`config.mk`:
```
export PLATFORM = sky130hd
export DESIGN_NAME = stream_element_address_walker
export DESIGN_NICKNAME = d
export VERILOG_FILES = /design/src/verilog/stream_walker_pkg.sv /design/src/verilog/walk_if.sv /design/src/verilog/loop_nest_walker.sv /design/src/verilog/stream_element_address_walker.sv
export SDC_FILE = /design/constraint.sdc
export NUM_CORES = 2
export LEC_CHECK = 0
export ABC_AREA = 1
export BUFFER_PORTS_ARGS = -buffer_cell sky130_fd_sc_hd__buf_2
export CORE_ASPECT_RATIO = 2
export CORE_UTILIZATION = 50
export DETAILED_ROUTE_END_ITERATION = 10
export HOLD_SLACK_MARGIN = 0.06
export PLACE_DENSITY = 0.76
export SETUP_SLACK_MARGIN = 0.15
export SLEW_MARGIN = 0
export SYNTH_ARGS = -nofsm -noshare
export SYNTH_HDL_FRONTEND = slang
export SYNTH_SLANG_ARGS = --single-unit
```
`constraint.sdc`:
```
create_clock -name mclk -period 10.6 [get_ports mclk]
set_input_delay 2.12 -clock mclk [delete_from_list [all_inputs] [get_ports mclk]]
set_output_delay 2.12 -clock mclk [all_outputs]
set_load 0.01 [all_outputs]
```
`src/verilog/stream_walker_pkg.sv`:
```
// Constants, register map and helpers for the stream walker.
// Assumes a 32-bit Avalon-MM register bus and a 64-bit element read port.
`default_nettype none

package stream_walker_pkg;

  // Structure
  localparam int LEVELS = 6;
  localparam int ADDR_W = 32;
  localparam int CNT_W  = 16;
  localparam int DATA_W = 64;
  localparam int REG_W  = 32;

  // Register word indices (byte address / 4)
  localparam logic [5:0] IDX_CTRL      = 6'h00;
  localparam logic [5:0] IDX_STATUS    = 6'h01;
  localparam logic [5:0] IDX_BASE      = 6'h02;
  localparam logic [5:0] IDX_ELEM_CFG  = 6'h03;
  localparam logic [5:0] IDX_LEVEL0_ITERATION_COUNT     = 6'h04;
  localparam logic [5:0] IDX_STRIDE1   = 6'h0A;
  localparam logic [5:0] IDX_DELIVERED = 6'h0F;

  // Control fields
  localparam int CTRL_OPEN_BIT  = 0;
  localparam int CTRL_CLOSE_BIT = 1;

  // Status fields
  localparam int STAT_OPEN_BIT = 0;
  localparam int STAT_DONE_BIT = 1;
  localparam int STAT_ERR_BIT  = 2;
  localparam int STAT_BUSY_BIT = 3;

  // Element configuration fields
  localparam int ELEM_SIZE_LSB   = 0;
  localparam int ELEM_CPLX_BIT   = 2;
  localparam int ELEM_FLOAT_BIT  = 3;
  localparam int ELEM_SIGNED_BIT = 4;
  localparam int ELEM_CFG_W      = 5;

  // Reset values
  localparam logic [31:0]          RST_BASE   = 32'h0000_0000;
  localparam logic [ELEM_CFG_W-1:0] RST_ELEM  = 5'h00;
  localparam logic [31:0]          RST_ICNT   = 32'h0000_0001;
  localparam logic [31:0]          RST_STRIDE = 32'h0000_0000;

  // Bytes in one element for a size code
  function automatic logic [31:0] element_size_bytes(input logic [1:0] sz);
    return 32'h0000_0001 << sz;
  endfunction

  // Element stride to signed byte offset
  function automatic logic [31:0] scale_stride(input logic [31:0] d, input logic [1:0] sz);
    logic signed [31:0] s;
    s = d;
    return s <<< sz;
  endfunction

  // Keep only the bytes of one element
  function automatic logic [DATA_W-1:0] elem_mask(input logic [1:0] sz);
    unique case (sz)
      2'h0: return 64'h0000_0000_0000_00FF;
      2'h1: return 64'h0000_0000_0000_FFFF;
      2'h2: return 64'h0000_0000_FFFF_FFFF;
      2'h3: return 64'hFFFF_FFFF_FFFF_FFFF;
    endcase
  endfunction

  // Byte-enable merge of a write
  function automatic logic [REG_W-1:0] be_merge(input logic [REG_W-1:0] old,
                                                input logic [REG_W-1:0] wd,
                                                input logic [3:0]       be);
    logic [REG_W-1:0] r;
    r = old;
    for (int i = 0; i < 4; i++) begin
      if (be[i]) begin
        r[8*i +: 8] = wd[8*i +: 8];
      end
    end
    return r;
  endfunction

endpackage

`default_nettype wire

```
`src/verilog/walk_if.sv`:
```
// Sequencer to loop nest walker interface.
// Assumes both ends run on the same clock.
`timescale 1ns/1ps
`default_nettype none

interface walk_if #(
  parameter int ADDR_W = stream_walker_pkg::ADDR_W,
  parameter int CNT_W  = stream_walker_pkg::CNT_W
);
  import stream_walker_pkg::*;

  logic              start;
  logic              step;
  logic [ADDR_W-1:0] base;
  logic [1:0]        size_log2;
  logic [CNT_W-1:0]  icnt [LEVELS];
  logic [31:0]       stride [1:LEVELS-1];
  logic [ADDR_W-1:0] addr;
  logic              last;

  modport ctl (output start, step, base, size_log2, icnt, stride, input addr, last);
  modport gen (input start, step, base, size_log2, icnt, stride, output addr, last);
endinterface

`default_nettype wire

```
`src/verilog/loop_nest_walker.sv`:
```
// Six-level loop nest pointer walker for forward linear streams.
// Assumes parameters stay fixed between start and the last step.
`timescale 1ns/1ps
`default_nettype none

module loop_nest_walker #(
  parameter int ADDR_W = stream_walker_pkg::ADDR_W,
  parameter int CNT_W  = stream_walker_pkg::CNT_W
) (
  // Clock and reset
  input  wire logic mclk,
  input  wire logic reset,
  // Walker control
  walk_if.gen       w
);
  import stream_walker_pkg::*;

  logic [ADDR_W-1:0] ptr_q;
  logic [ADDR_W-1:0] saved_q [1:LEVELS-1];
  logic [CNT_W-1:0]  cnt_q   [LEVELS];
  logic [LEVELS-1:0] at_end;
  logic [2:0]        lvl;
  logic [ADDR_W-1:0] next_start;

  // Lowest level not at its end advances
  always_comb begin
    lvl = 3'h0;
    for (int l = 0; l < LEVELS; l++) begin
      at_end[l] = (cnt_q[l] == CNT_W'(w.icnt[l] - 1'b1));
    end
    for (int l = LEVELS-1; l >= 0; l--) begin
      if (!at_end[l]) begin
        lvl = 3'(l);
      end
    end
    next_start = ptr_q;
    for (int l = 1; l < LEVELS; l++) begin
      if (lvl == 3'(l)) begin
        next_start = saved_q[l] + ADDR_W'(scale_stride(w.stride[l], w.size_log2));
      end
    end
  end

  assign w.last = &at_end;
  assign w.addr = ptr_q;

  always_ff @(posedge mclk) begin
    if (reset) begin
      ptr_q <= '0;
      for (int l = 0; l < LEVELS; l++) begin
        cnt_q[l] <= '0;
      end
      for (int l = 1; l < LEVELS; l++) begin
        saved_q[l] <= '0;
      end
    end else if (w.start) begin
      ptr_q <= w.base;
      for (int l = 0; l < LEVELS; l++) begin
        cnt_q[l] <= '0;
      end
      for (int l = 1; l < LEVELS; l++) begin
        saved_q[l] <= w.base;
      end
    end else if (w.step && !w.last) begin
      if (lvl == 3'h0) begin
        cnt_q[0] <= cnt_q[0] + 1'b1;
        ptr_q    <= ptr_q + ADDR_W'(element_size_bytes(w.size_log2));
      end else begin
        ptr_q <= next_start;
        for (int l = 0; l < LEVELS; l++) begin
          if (3'(l) < lvl) begin
            cnt_q[l] <= '0;
          end else if (3'(l) == lvl) begin
            cnt_q[l] <= cnt_q[l] + 1'b1;
          end
        end
        for (int l = 1; l < LEVELS; l++) begin
          if (3'(l) <= lvl) begin
            saved_q[l] <= next_start;
          end
        end
      end
    end
  end

endmodule // loop_nest_walker

`default_nettype wire

```
`src/verilog/stream_element_address_walker.sv`:
```
// Stream front end: register slave, fetch sequencer and element delivery.
// Assumes memory returns each element in the low bits of mem_rdata, in order.
//
// Summary of operation
// - Base, address sequence, element size, type stay fixed for the open stream.
// - Elements reach the core in walk order, repeats delivered again.
// - Every element lifetime starts when the stream opens.
// - Lifetime ends at final reference read, or at close.
// - Only an element's last reference may end its lifetime.
// - An element may be fetched anytime in its lifetime, even repeatedly.
// - Values show writes before lifetime and never writes after it.
// - Writes during lifetime may appear in any subset.
// - Incidental reads are never delivered as stream references.
// - All elements share one size and one numeric type.
// - Complex elements split into two sub-elements; element is the fetch unit.
// - Addresses depend on stream parameters only, never on fetched data.
// - Fetch may run ahead; data is dropped once handed over.
// - Fetch order equals presentation order to the core.
// - Innermost loop steps upward by one element size per fetch.
// - Six loop levels walk from the base, each with its own count.
// - Each outer level restarts from its saved pointer plus its stride.
// - Level-0 count sets contiguous elements; its stride is element size.
// - Levels one to five stride between consecutive iteration starts.
`timescale 1ns/1ps
`default_nettype none

module stream_element_address_walker #(
  parameter int ADDR_W = stream_walker_pkg::ADDR_W,
  parameter int CNT_W  = stream_walker_pkg::CNT_W
) (
  // Clock and reset
  input  wire logic                              mclk,
  input  wire logic                              reset,
  // Avalon-MM register slave
  input  wire logic [7:0]                        avs_address,
  input  wire logic                              avs_read,
  input  wire logic                              avs_write,
  input  wire logic [stream_walker_pkg::REG_W-1:0] avs_writedata,
  input  wire logic [3:0]                        avs_byteenable,
  output logic      [stream_walker_pkg::REG_W-1:0] avs_readdata,
  output logic                                   avs_waitrequest,
  // Memory read port
  output logic                                   mem_req,
  output logic      [ADDR_W-1:0]                 mem_addr,
  output logic      [1:0]                        mem_size,
  input  wire logic                              mem_gnt,
  input  wire logic                              mem_rvalid,
  input  wire logic [stream_walker_pkg::DATA_W-1:0] mem_rdata,
  // Element delivery to the core
  output logic                                   elem_valid,
  input  wire logic                              elem_ready,
  output logic      [stream_walker_pkg::DATA_W-1:0] elem_data,
  output logic      [stream_walker_pkg::DATA_W/2-1:0] elem_sub0,
  output logic      [stream_walker_pkg::DATA_W/2-1:0] elem_sub1,
  output logic                                   elem_complex,
  output logic                                   elem_float,
  output logic                                   elem_signed,
  output logic      [1:0]                        elem_size,
  // Stream state
  output logic                                   stream_open
);
  import stream_walker_pkg::*;

  if (ADDR_W < 8 || ADDR_W > REG_W) begin : g_bad_addr_w
    $error("ADDR_W must lie between 8 and 32");
  end
  if (CNT_W < 1 || CNT_W > REG_W) begin : g_bad_cnt_w
    $error("CNT_W must lie between 1 and 32");
  end

  typedef enum logic [2:0] {
    ST_IDLE, ST_LOAD, ST_ISSUE, ST_WAIT, ST_PRESENT, ST_DRAIN
  } fetch_state_e;

  // Registers
  logic [ADDR_W-1:0]     base_q;
  logic [ELEM_CFG_W-1:0] elem_cfg_q;
  logic [CNT_W-1:0]      icnt_q   [LEVELS];
  logic [REG_W-1:0]      stride_q [1:LEVELS-1];
  logic [REG_W-1:0]      delivered_q;
  logic                  open_q;
  logic                  done_q;
  logic                  err_q;

  // Bus slave state
  logic                  waitreq_q;
  logic [REG_W-1:0]      rdata_q;
  logic [REG_W-1:0]      rd_mux;
  logic [5:0]            widx;
  logic                  bus_take;
  logic                  wr_fire;
  logic                  open_cmd;
  logic                  close_cmd;
  logic                  params_ok;

  // Sequencer and outputs
  fetch_state_e               state_q;
  logic                       mem_req_q;
  logic [ADDR_W-1:0]          mem_addr_q;
  logic                       elem_valid_q;
  logic [DATA_W-1:0]          elem_data_q;
  logic [DATA_W/2-1:0]        sub0_q;
  logic [DATA_W/2-1:0]        sub1_q;
  logic                       accept;
  logic                       handoff;
  logic [DATA_W-1:0]          fetched;
  logic [1:0]                 sz;

  walk_if #(.ADDR_W(ADDR_W), .CNT_W(CNT_W)) walk ();

  loop_nest_walker #(
    .ADDR_W (ADDR_W),
    .CNT_W  (CNT_W)
  ) u_walker (
    .mclk  (mclk),
    .reset (reset),
    .w     (walk.gen)
  );

  assign sz       = elem_cfg_q[ELEM_SIZE_LSB +: 2];
  assign widx     = avs_address[7:2];
  assign bus_take = (avs_read || avs_write) && waitreq_q;
  assign wr_fire  = avs_write && !waitreq_q;

  assign open_cmd  = wr_fire && (widx == IDX_CTRL) && avs_byteenable[0] &&
                     avs_writedata[CTRL_OPEN_BIT];
  assign close_cmd = wr_fire && (widx == IDX_CTRL) && avs_byteenable[0] &&
                     avs_writedata[CTRL_CLOSE_BIT];

  // Parameters that the walker can serve
  always_comb begin
    params_ok = !(elem_cfg_q[ELEM_CPLX_BIT] && (sz == 2'h0));
    for (int l = 0; l < LEVELS; l++) begin
      if (icnt_q[l] == '0) begin
        params_ok = 1'b0;
      end
    end
  end

  assign accept  = open_cmd && !close_cmd && (state_q == ST_IDLE) && params_ok;
  assign handoff = elem_valid_q && elem_ready;

  // Walker hookup
  assign walk.start     = accept;
  assign walk.step      = handoff && (state_q == ST_PRESENT) && !close_cmd;
  assign walk.base      = base_q;
  assign walk.size_log2 = sz;
  always_comb begin
    for (int l = 0; l < LEVELS; l++) begin
      walk.icnt[l] = icnt_q[l];
    end
    for (int l = 1; l < LEVELS; l++) begin
      walk.stride[l] = stride_q[l];
    end
  end

  // One wait cycle per access
  always_ff @(posedge mclk) begin
    if (reset) begin
      waitreq_q <= 1'b1;
    end else if (bus_take) begin
      waitreq_q <= 1'b0;
    end else begin
      waitreq_q <= 1'b1;
    end
  end

  // Read mux; unmapped words read as zero
  always_comb begin
    rd_mux = '0;
    unique case (widx)
      IDX_CTRL: rd_mux = '0;
      IDX_STATUS: begin
        rd_mux[STAT_OPEN_BIT] = open_q;
        rd_mux[STAT_DONE_BIT] = done_q;
        rd_mux[STAT_ERR_BIT]  = err_q;
        rd_mux[STAT_BUSY_BIT] = (state_q != ST_IDLE);
      end
      IDX_BASE:      rd_mux = REG_W'(base_q);
      IDX_ELEM_CFG:  rd_mux = REG_W'(elem_cfg_q);
      IDX_DELIVERED: rd_mux = delivered_q;
      default: begin
        for (int l = 0; l < LEVELS; l++) begin
          if (widx == IDX_LEVEL0_ITERATION_COUNT + 6'(l)) begin
            rd_mux = REG_W'(icnt_q[l]);
          end
        end
        for (int l = 1; l < LEVELS; l++) begin
          if (widx == IDX_STRIDE1 + 6'(l - 1)) begin
            rd_mux = stride_q[l];
          end
        end
      end
    endcase
  end

  always_ff @(posedge mclk) begin
    if (reset) begin
      rdata_q <= '0;
    end else if (bus_take && avs_read) begin
      rdata_q <= rd_mux;
    end
  end

  // Stream parameters, frozen while open
  always_ff @(posedge mclk) begin
    if (reset) begin
      base_q     <= ADDR_W'(RST_BASE);
      elem_cfg_q <= RST_ELEM;
      for (int l = 0; l < LEVELS; l++) begin
        icnt_q[l] <= CNT_W'(RST_ICNT);
      end
      for (int l = 1; l < LEVELS; l++) begin
        stride_q[l] <= RST_STRIDE;
      end
    end else if (wr_fire && !open_q && (state_q == ST_IDLE)) begin
      if (widx == IDX_BASE) begin
        base_q <= ADDR_W'(be_merge(REG_W'(base_q), avs_writedata, avs_byteenable));
      end
      if (widx == IDX_ELEM_CFG) begin
        elem_cfg_q <= ELEM_CFG_W'(be_merge(REG_W'(elem_cfg_q), avs_writedata,
                                           avs_byteenable));
      end
      for (int l = 0; l < LEVELS; l++) begin
        if (widx == IDX_LEVEL0_ITERATION_COUNT + 6'(l)) begin
          icnt_q[l] <= CNT_W'(be_merge(REG_W'(icnt_q[l]), avs_writedata, avs_byteenable));
        end
      end
      for (int l = 1; l < LEVELS; l++) begin
        if (widx == IDX_STRIDE1 + 6'(l - 1)) begin
          stride_q[l] <= be_merge(stride_q[l], avs_writedata, avs_byteenable);
        end
      end
    end
  end

  // Stream open, done and error flags
  always_ff @(posedge mclk) begin
    if (reset) begin
      open_q <= 1'b0;
      done_q <= 1'b0;
      err_q  <= 1'b0;
    end else begin
      if (close_cmd) begin
        open_q <= 1'b0;
      end else if (accept) begin
        open_q <= 1'b1;
      end
      if (accept) begin
        done_q <= 1'b0;
      end else if (handoff && (state_q == ST_PRESENT) && walk.last) begin
        done_q <= 1'b1;
      end
      if (open_cmd && !close_cmd && (state_q == ST_IDLE)) begin
        err_q <= !params_ok;
      end
    end
  end

  // Delivered element count
  always_ff @(posedge mclk) begin
    if (reset) begin
      delivered_q <= '0;
    end else if (accept) begin
      delivered_q <= '0;
    end else if (handoff) begin
      delivered_q <= delivered_q + 1'b1;
    end
  end

  // Fetch sequencer: one reference in flight
  always_ff @(posedge mclk) begin
    if (reset) begin
      state_q <= ST_IDLE;
    end else begin
      unique case (state_q)
        ST_IDLE: begin
          if (accept) begin
            state_q <= ST_LOAD;
          end
        end
        ST_LOAD: begin
          state_q <= close_cmd ? ST_IDLE : ST_ISSUE;
        end
        ST_ISSUE: begin
          if (close_cmd) begin
            state_q <= mem_gnt ? ST_DRAIN : ST_IDLE;
          end else if (mem_gnt) begin
            state_q <= ST_WAIT;
          end
        end
        ST_WAIT: begin
          if (close_cmd) begin
            state_q <= mem_rvalid ? ST_IDLE : ST_DRAIN;
          end else if (mem_rvalid) begin
            state_q <= ST_PRESENT;
          end
        end
        ST_PRESENT: begin
          if (close_cmd) begin
            state_q <= ST_IDLE;
          end else if (handoff) begin
            state_q <= walk.last ? ST_IDLE : ST_LOAD;
          end
        end
        ST_DRAIN: begin
          if (mem_rvalid) begin
            state_q <= ST_IDLE;
          end
        end
      endcase
    end
  end

  // Memory request
  always_ff @(posedge mclk) begin
    if (reset) begin
      mem_req_q  <= 1'b0;
      mem_addr_q <= '0;
    end else if (state_q == ST_LOAD && !close_cmd) begin
      mem_req_q  <= 1'b1;
      mem_addr_q <= walk.addr;
    end else if (state_q == ST_ISSUE && (mem_gnt || close_cmd)) begin
      mem_req_q  <= 1'b0;
    end
  end

  assign fetched = mem_rdata & elem_mask(sz);

  // Element hand-off register
  always_ff @(posedge mclk) begin
    if (reset) begin
      elem_valid_q <= 1'b0;
      elem_data_q  <= '0;
      sub0_q       <= '0;
      sub1_q       <= '0;
    end else if (state_q == ST_WAIT && mem_rvalid && !close_cmd) begin
      elem_valid_q <= 1'b1;
      elem_data_q  <= fetched;
      if (elem_cfg_q[ELEM_CPLX_BIT]) begin
        sub0_q <= (DATA_W/2)'(fetched & elem_mask(sz - 2'h1));
        sub1_q <= (DATA_W/2)'((fetched >> (6'h08 << (sz - 2'h1))) &
                              elem_mask(sz - 2'h1));
      end else begin
        sub0_q <= '0;
        sub1_q <= '0;
      end
    end else if (handoff || close_cmd) begin
      elem_valid_q <= 1'b0;
      elem_data_q  <= '0;
      sub0_q       <= '0;
      sub1_q       <= '0;
    end
  end

  // Outputs
  assign avs_readdata    = rdata_q;
  assign avs_waitrequest = waitreq_q;
  assign mem_req         = mem_req_q;
  assign mem_addr        = mem_addr_q;
  assign mem_size        = sz;
  assign elem_valid      = elem_valid_q;
  assign elem_data       = elem_data_q;
  assign elem_sub0       = sub0_q;
  assign elem_sub1       = sub1_q;
  assign elem_complex    = elem_cfg_q[ELEM_CPLX_BIT];
  assign elem_float      = elem_cfg_q[ELEM_FLOAT_BIT];
  assign elem_signed     = elem_cfg_q[ELEM_SIGNED_BIT];
  assign elem_size       = sz;
  assign stream_open     = open_q;

endmodule // stream_element_address_walker

`default_nettype wire

```
==> reports/metrics.cfg, run 1 <==
[outcome]
status = did not finish
stop_stage = global routing (5_1_grt)
error_line = [ERROR GRT-0116] Global routing finished with congestion. Check the congestion regions in the DRC Viewer.

[synthesis]
synth_edf_count = 512
netlist.top_cell.by_area = sky130_fd_sc_hd__edfxtp_1
mappedNetlistArea_um2 = 54700
synthDistinctLibCells = 71
syn_nets = 7667
synth_cells = 7367
synthDominantCellAreaShare_pct = 28.1
synth_ff_type = sky130_fd_sc_hd__edfxtp_1
synth.yosys.seq_area_share_pct = 39.1
synth-seq-cells = 814
yosysWarnings = 0
yosys-top-cells-count = sky130_fd_sc_hd__nand2_1 (1689), sky130_fd_sc_hd__nor2_1 (863), sky130_fd_sc_hd__inv_1 (779)
cell_with_the_most_instances_after_synthesis = sky130_fd_sc_hd__nand2_1
async_reset_ff_share_pct = 0
syn_area_per_cell_um2 = 7.43
most_area_consuming_cells_after_synthesis = sky130_fd_sc_hd__edfxtp_1 (28%), sky130_fd_sc_hd__nand2_1 (12%), sky130_fd_sc_hd__dfxtp_1 (11%), sky130_fd_sc_hd__nor2_1 (5.9%), sky130_fd_sc_hd__inv_1 (5.3%)

[clocking]
cts_sink_count = 814
cts_inserted_buffers = 81
clk_root_buffer_cell = sky130_fd_sc_hd__clkbuf_16
clock_tree.htree_level_count = 3
cts_hold_repair.buffers = 0
post_cts.repair.setup_buffers = 0
clockBufferDepth = 3
post_cts_resized = 0

[place]
dp_hpwl_um = 218000
gp_congestion = 1.18
place.port_buffers = 315

[global_route]
grt_pass1_vias = 59109
total_overflow_reported_by_the_global_router = 101
grt_pass1_wl_um = 451000
grt_use_total_pct = 56.7
grt_max_degree = 115

[die]
horizontal_die_dimension_um = 236
rows = 171
start_util_pct = 50.5
top_level_ports = 318
chipHeight_um = 470

-- layer usage --
metal | global-route usage, % | GRT overflow
met1 | 54.3 | 0
met2 | 81.6 | 65
met3 | 28.5 | 0
met4 | 67.4 | 36
met5 | 1.89 | 0
-- stage by stage --
stage / instance area, um2 / utilization, % / cells / hold WS, ps / worst slack [ps]
3_5_place_dp: 57400 / 52.9 / 8845 / 452 / 3330
3_3_place_gp: 57400 / 52.9 / 8845 / 439 / 3360
4_1_cts: 60200 / 55.5 / 8996 / 463 / 4060
2_1_floorplan: 54700 / - / 7367 / 432 / 5770
-- cell families after synthesis --
group	Yosys count	synth area share, %
compound gates	1439	14.7
xor+xnor	286	4.60
fa+ha+maj	185	4.31
buf+inv	1109	7.84
flops	814	39.1
mux	171	3.13
simple gates	3363	26.3
==> run 2: changes to the inputs <==
CORE_ASPECT_RATIO = not set   (was 2)
CORE_UTILIZATION = 35   (was 50)
HOLD_SLACK_MARGIN = not set   (was 0.06)
PLACE_DENSITY = not set   (was 0.76)
PLACE_DENSITY_LB_ADDON = 0.15   (was not set)
SETUP_SLACK_MARGIN = not set   (was 0.15)
==> run 2 against run 1 <==
The run now ends clean. Synthesized cell count stayed put. Area after synthesis stayed put.
==> reports/metrics.cfg, run 2 <==
[final_layout]
final.fill_count = 16247
finish.cell_count_without_fillers = 9700
drive_gt1_share_pct = 9.53
fin_util_pct = 39.9
finalInstanceArea_um2 = 61600
syn2layout_area_growth_pct = 12.6
most_frequent_cells_in_the_layout = sky130_fd_sc_hd__nand2_1 (1688), sky130_fd_sc_hd__nor2_1 (857), sky130_fd_sc_hd__inv_1 (775)
final_nets = 7866
final_common_cell = sky130_fd_sc_hd__nand2_1
layout_top_registers = stride_q: 160 flops, u_walker.saved_q: 160 flops

[global_route]
total_overflow_reported_by_the_global_router = 0
grt_pass1_wl_um = 364000
grt_max_degree = 192
grt_use_total_pct = 31.9
grt_pass1_vias = 50566
number_of_antenna_violations_at_the_first_check_in_global_routing = 15

[place]
place.port_buffers = 315
post_placement_cell_count = 9509
detailed_place.area_um2 = 58300
gp_congestion = 1.08
dp_hpwl_um = 206000

[clocking]
post_cts.repair.setup_buffers = 0
cts_tree = done
cts_hold_repair.buffers = 0
clock_tree.htree_level_count = 3
clk_transition_reported_paths_ps = 60
clockBufferDepth = 3
cts_inserted_buffers = 99
cts_sink_count = 814
post_cts_resized = 0
clk_root_buffer_cell = sky130_fd_sc_hd__clkbuf_16
clkLatencyLatePin_ps = 730

[synthesis]
synth_fa_ha_area_share_pct = 4.31
synth-seq-cells = 814
synthDistinctLibCells = 71
synth_mux_area_share_pct = 3.13
yosys-top-cells-count = sky130_fd_sc_hd__nand2_1 (1689), sky130_fd_sc_hd__nor2_1 (863), sky130_fd_sc_hd__inv_1 (779)
synth.yosys.seq_area_share_pct = 39.1
cell_with_the_most_instances_after_synthesis = sky130_fd_sc_hd__nand2_1
syn_area_per_cell_um2 = 7.43
synth_cells = 7367
syn_nets = 7667
synth-compound-area-share_pct = 14.7
yosysWarnings = 0
most_area_consuming_cells_after_synthesis = sky130_fd_sc_hd__edfxtp_1 (28%), sky130_fd_sc_hd__nand2_1 (12%), sky130_fd_sc_hd__dfxtp_1 (11%), sky130_fd_sc_hd__nor2_1 (5.9%), sky130_fd_sc_hd__inv_1 (5.3%)
synth_ff_type = sky130_fd_sc_hd__edfxtp_1
synth_simple_gate_area_share_pct = 26.3
synth_edf_count = 512
async_reset_ff_share_pct = 0
mappedNetlistArea_um2 = 54700
synth_xor_area_share_pct = 4.60
netlist.top_cell.by_area = sky130_fd_sc_hd__edfxtp_1
synthDominantCellAreaShare_pct = 28.1
main_combinational_cell_family_by_area_after_synthesis = simple AND/OR/NAND/NOR gates

[routing]
finalWirelength_um = 259000
drt_drc_violations_left = 0
drt-initial-drc-count = 6347
via_count = 54397
post_drt_wl_per_cell_um = 26.7
dr.pass1.iters = 6
vias_per_cell = 5.61
ant_nets = 0

[sta]
worst_clock_skew_on_the_final_layout_ps = 40.2
clock.fmax_mhz = 155
rsz0062_at_grt = false
setup-violations-final = 0
hold_violations = 0
actual_slew_at_the_worst_max_slew_pin_ps = 1260
whs_ps = 458
maxSlewHeadroom_pct = 15.4
report.final.slew_viol_count = 0
post-route-min-period_ps = 6460
fin_setup_tns_ps = 0
finalCritPeriodShare_pct = 60.9

[hold_path]
hp-class = reg -> reg

[die]
top_level_ports = 318
core_region_area_um2 = 155000
die_area_um2 = 158000
start_util_pct = 35.4
rows = 144
horizontal_die_dimension_um = 397
chipHeight_um = 397

[critical_path]
timing.critical_path.from_type = flip-flop
setup.worst_path.class = reg -> reg
end_kind = flip-flop
arrival_ps = 6840
crit_path_max_fanout = 40
critical_path_required_ps = 10990

[power]
power_density_normalized_to_cell_area_nw_per_um2 = 130
p_leak_nw = 26.2
peakVddDrop_mv = 0.127

[job]
drv.max_cap_violation_count = 0

[outcome]
status = finished, final reports clean

## run 2: cell counts after synthesis
Identical to the previous run, type by type.
## run 2: routing by layer
metal	up-vias	wire length, um	track usage (%)	part of all wire [%]
met3	536	25000	6.83	9.7
met4	14	17300	18.7	6.7
met2	2773	111000	48.9	43
met5	-	69	0	0.027
met1	25890	105000	41.3	41
li1	25184	-	-	-
## run 2: worst paths after layout
kind	startpoint	end	slack [ps]	cells past startpoint
max	elem_cfg_q[0]	u_walker.saved_q[0][81]	4140	19
max reg2reg	elem_cfg_q[0]	u_walker.saved_q[0][81]	4140	19
min reg2reg	elem_sub0[2]	elem_sub0[2]	460	2
min	elem_sub0[2]	elem_sub0[2]	460	2
## run 2: final cells by class
| class | instances | area, um2 | area share [%] |
|---|---|---|---|
| repair buffers | 385 | 2120 | 3.44 |
| clock buffers | 145 | 2890 | 4.69 |
| well taps | 2044 | 2560 | 4.15 |
| multi-input cells | 5444 | 29100 | 47.2 |
| inverters | 822 | 3100 | 5.02 |
| clock inverters | 40 | 444 | 0.721 |
| flip-flops and latches | 814 | 21400 | 34.8 |
| diodes | 6 | 15.0 | 0.0244 |
## run 2: report_power, final
group	leakage (nW)	switching (mW)	internal (mW)
clock	1.60	1.51	2.06
sequential	7.69	0.102	3.47
combinational	16.9	0.629	0.259
total	26.2	2.24	5.80
## run 2: kinds of logic (layout without fill, tap and decap cells)
family	after synthesis	in the layout
other cells	0	6
flops	814	814
xor+xnor	286	286
simple gates	3363	3363
compound gates	1439	1439
mux	171	171
fa+ha+maj	185	185
buf+inv	1109	1392
## run 2: critical path: stages, from the launching register on
cell and delay, ps:
sky130_fd_sc_hd__dfxtp_4 720, sky130_fd_sc_hd__clkinv_1 560, sky130_fd_sc_hd__buf_4 450, sky130_fd_sc_hd__nand3_1 130
sky130_fd_sc_hd__o21ai_0 110, sky130_fd_sc_hd__ha_1 370, sky130_fd_sc_hd__a21oi_1 140, sky130_fd_sc_hd__nand2_1 100
sky130_fd_sc_hd__a21boi_0 290, sky130_fd_sc_hd__o21ai_0 190, sky130_fd_sc_hd__a21boi_0 600, sky130_fd_sc_hd__inv_1 90
sky130_fd_sc_hd__a21o_1 200, sky130_fd_sc_hd__a21oi_1 200, sky130_fd_sc_hd__inv_1 80, sky130_fd_sc_hd__or2_2 270
sky130_fd_sc_hd__a21oi_1 350, sky130_fd_sc_hd__nand2_1 280, sky130_fd_sc_hd__a21boi_2 680, sky130_fd_sc_hd__o21ai_0 260
## run 2: through the flow
step	power (mW)	worst slack, ps
floorplan	4.13	5770
global placement	4.50	3720
detailed placement	4.50	3700
CTS	8.06	4330
global route	8.26	3740
finish	8.04	4140
Power figures use the tool's default switching activity.
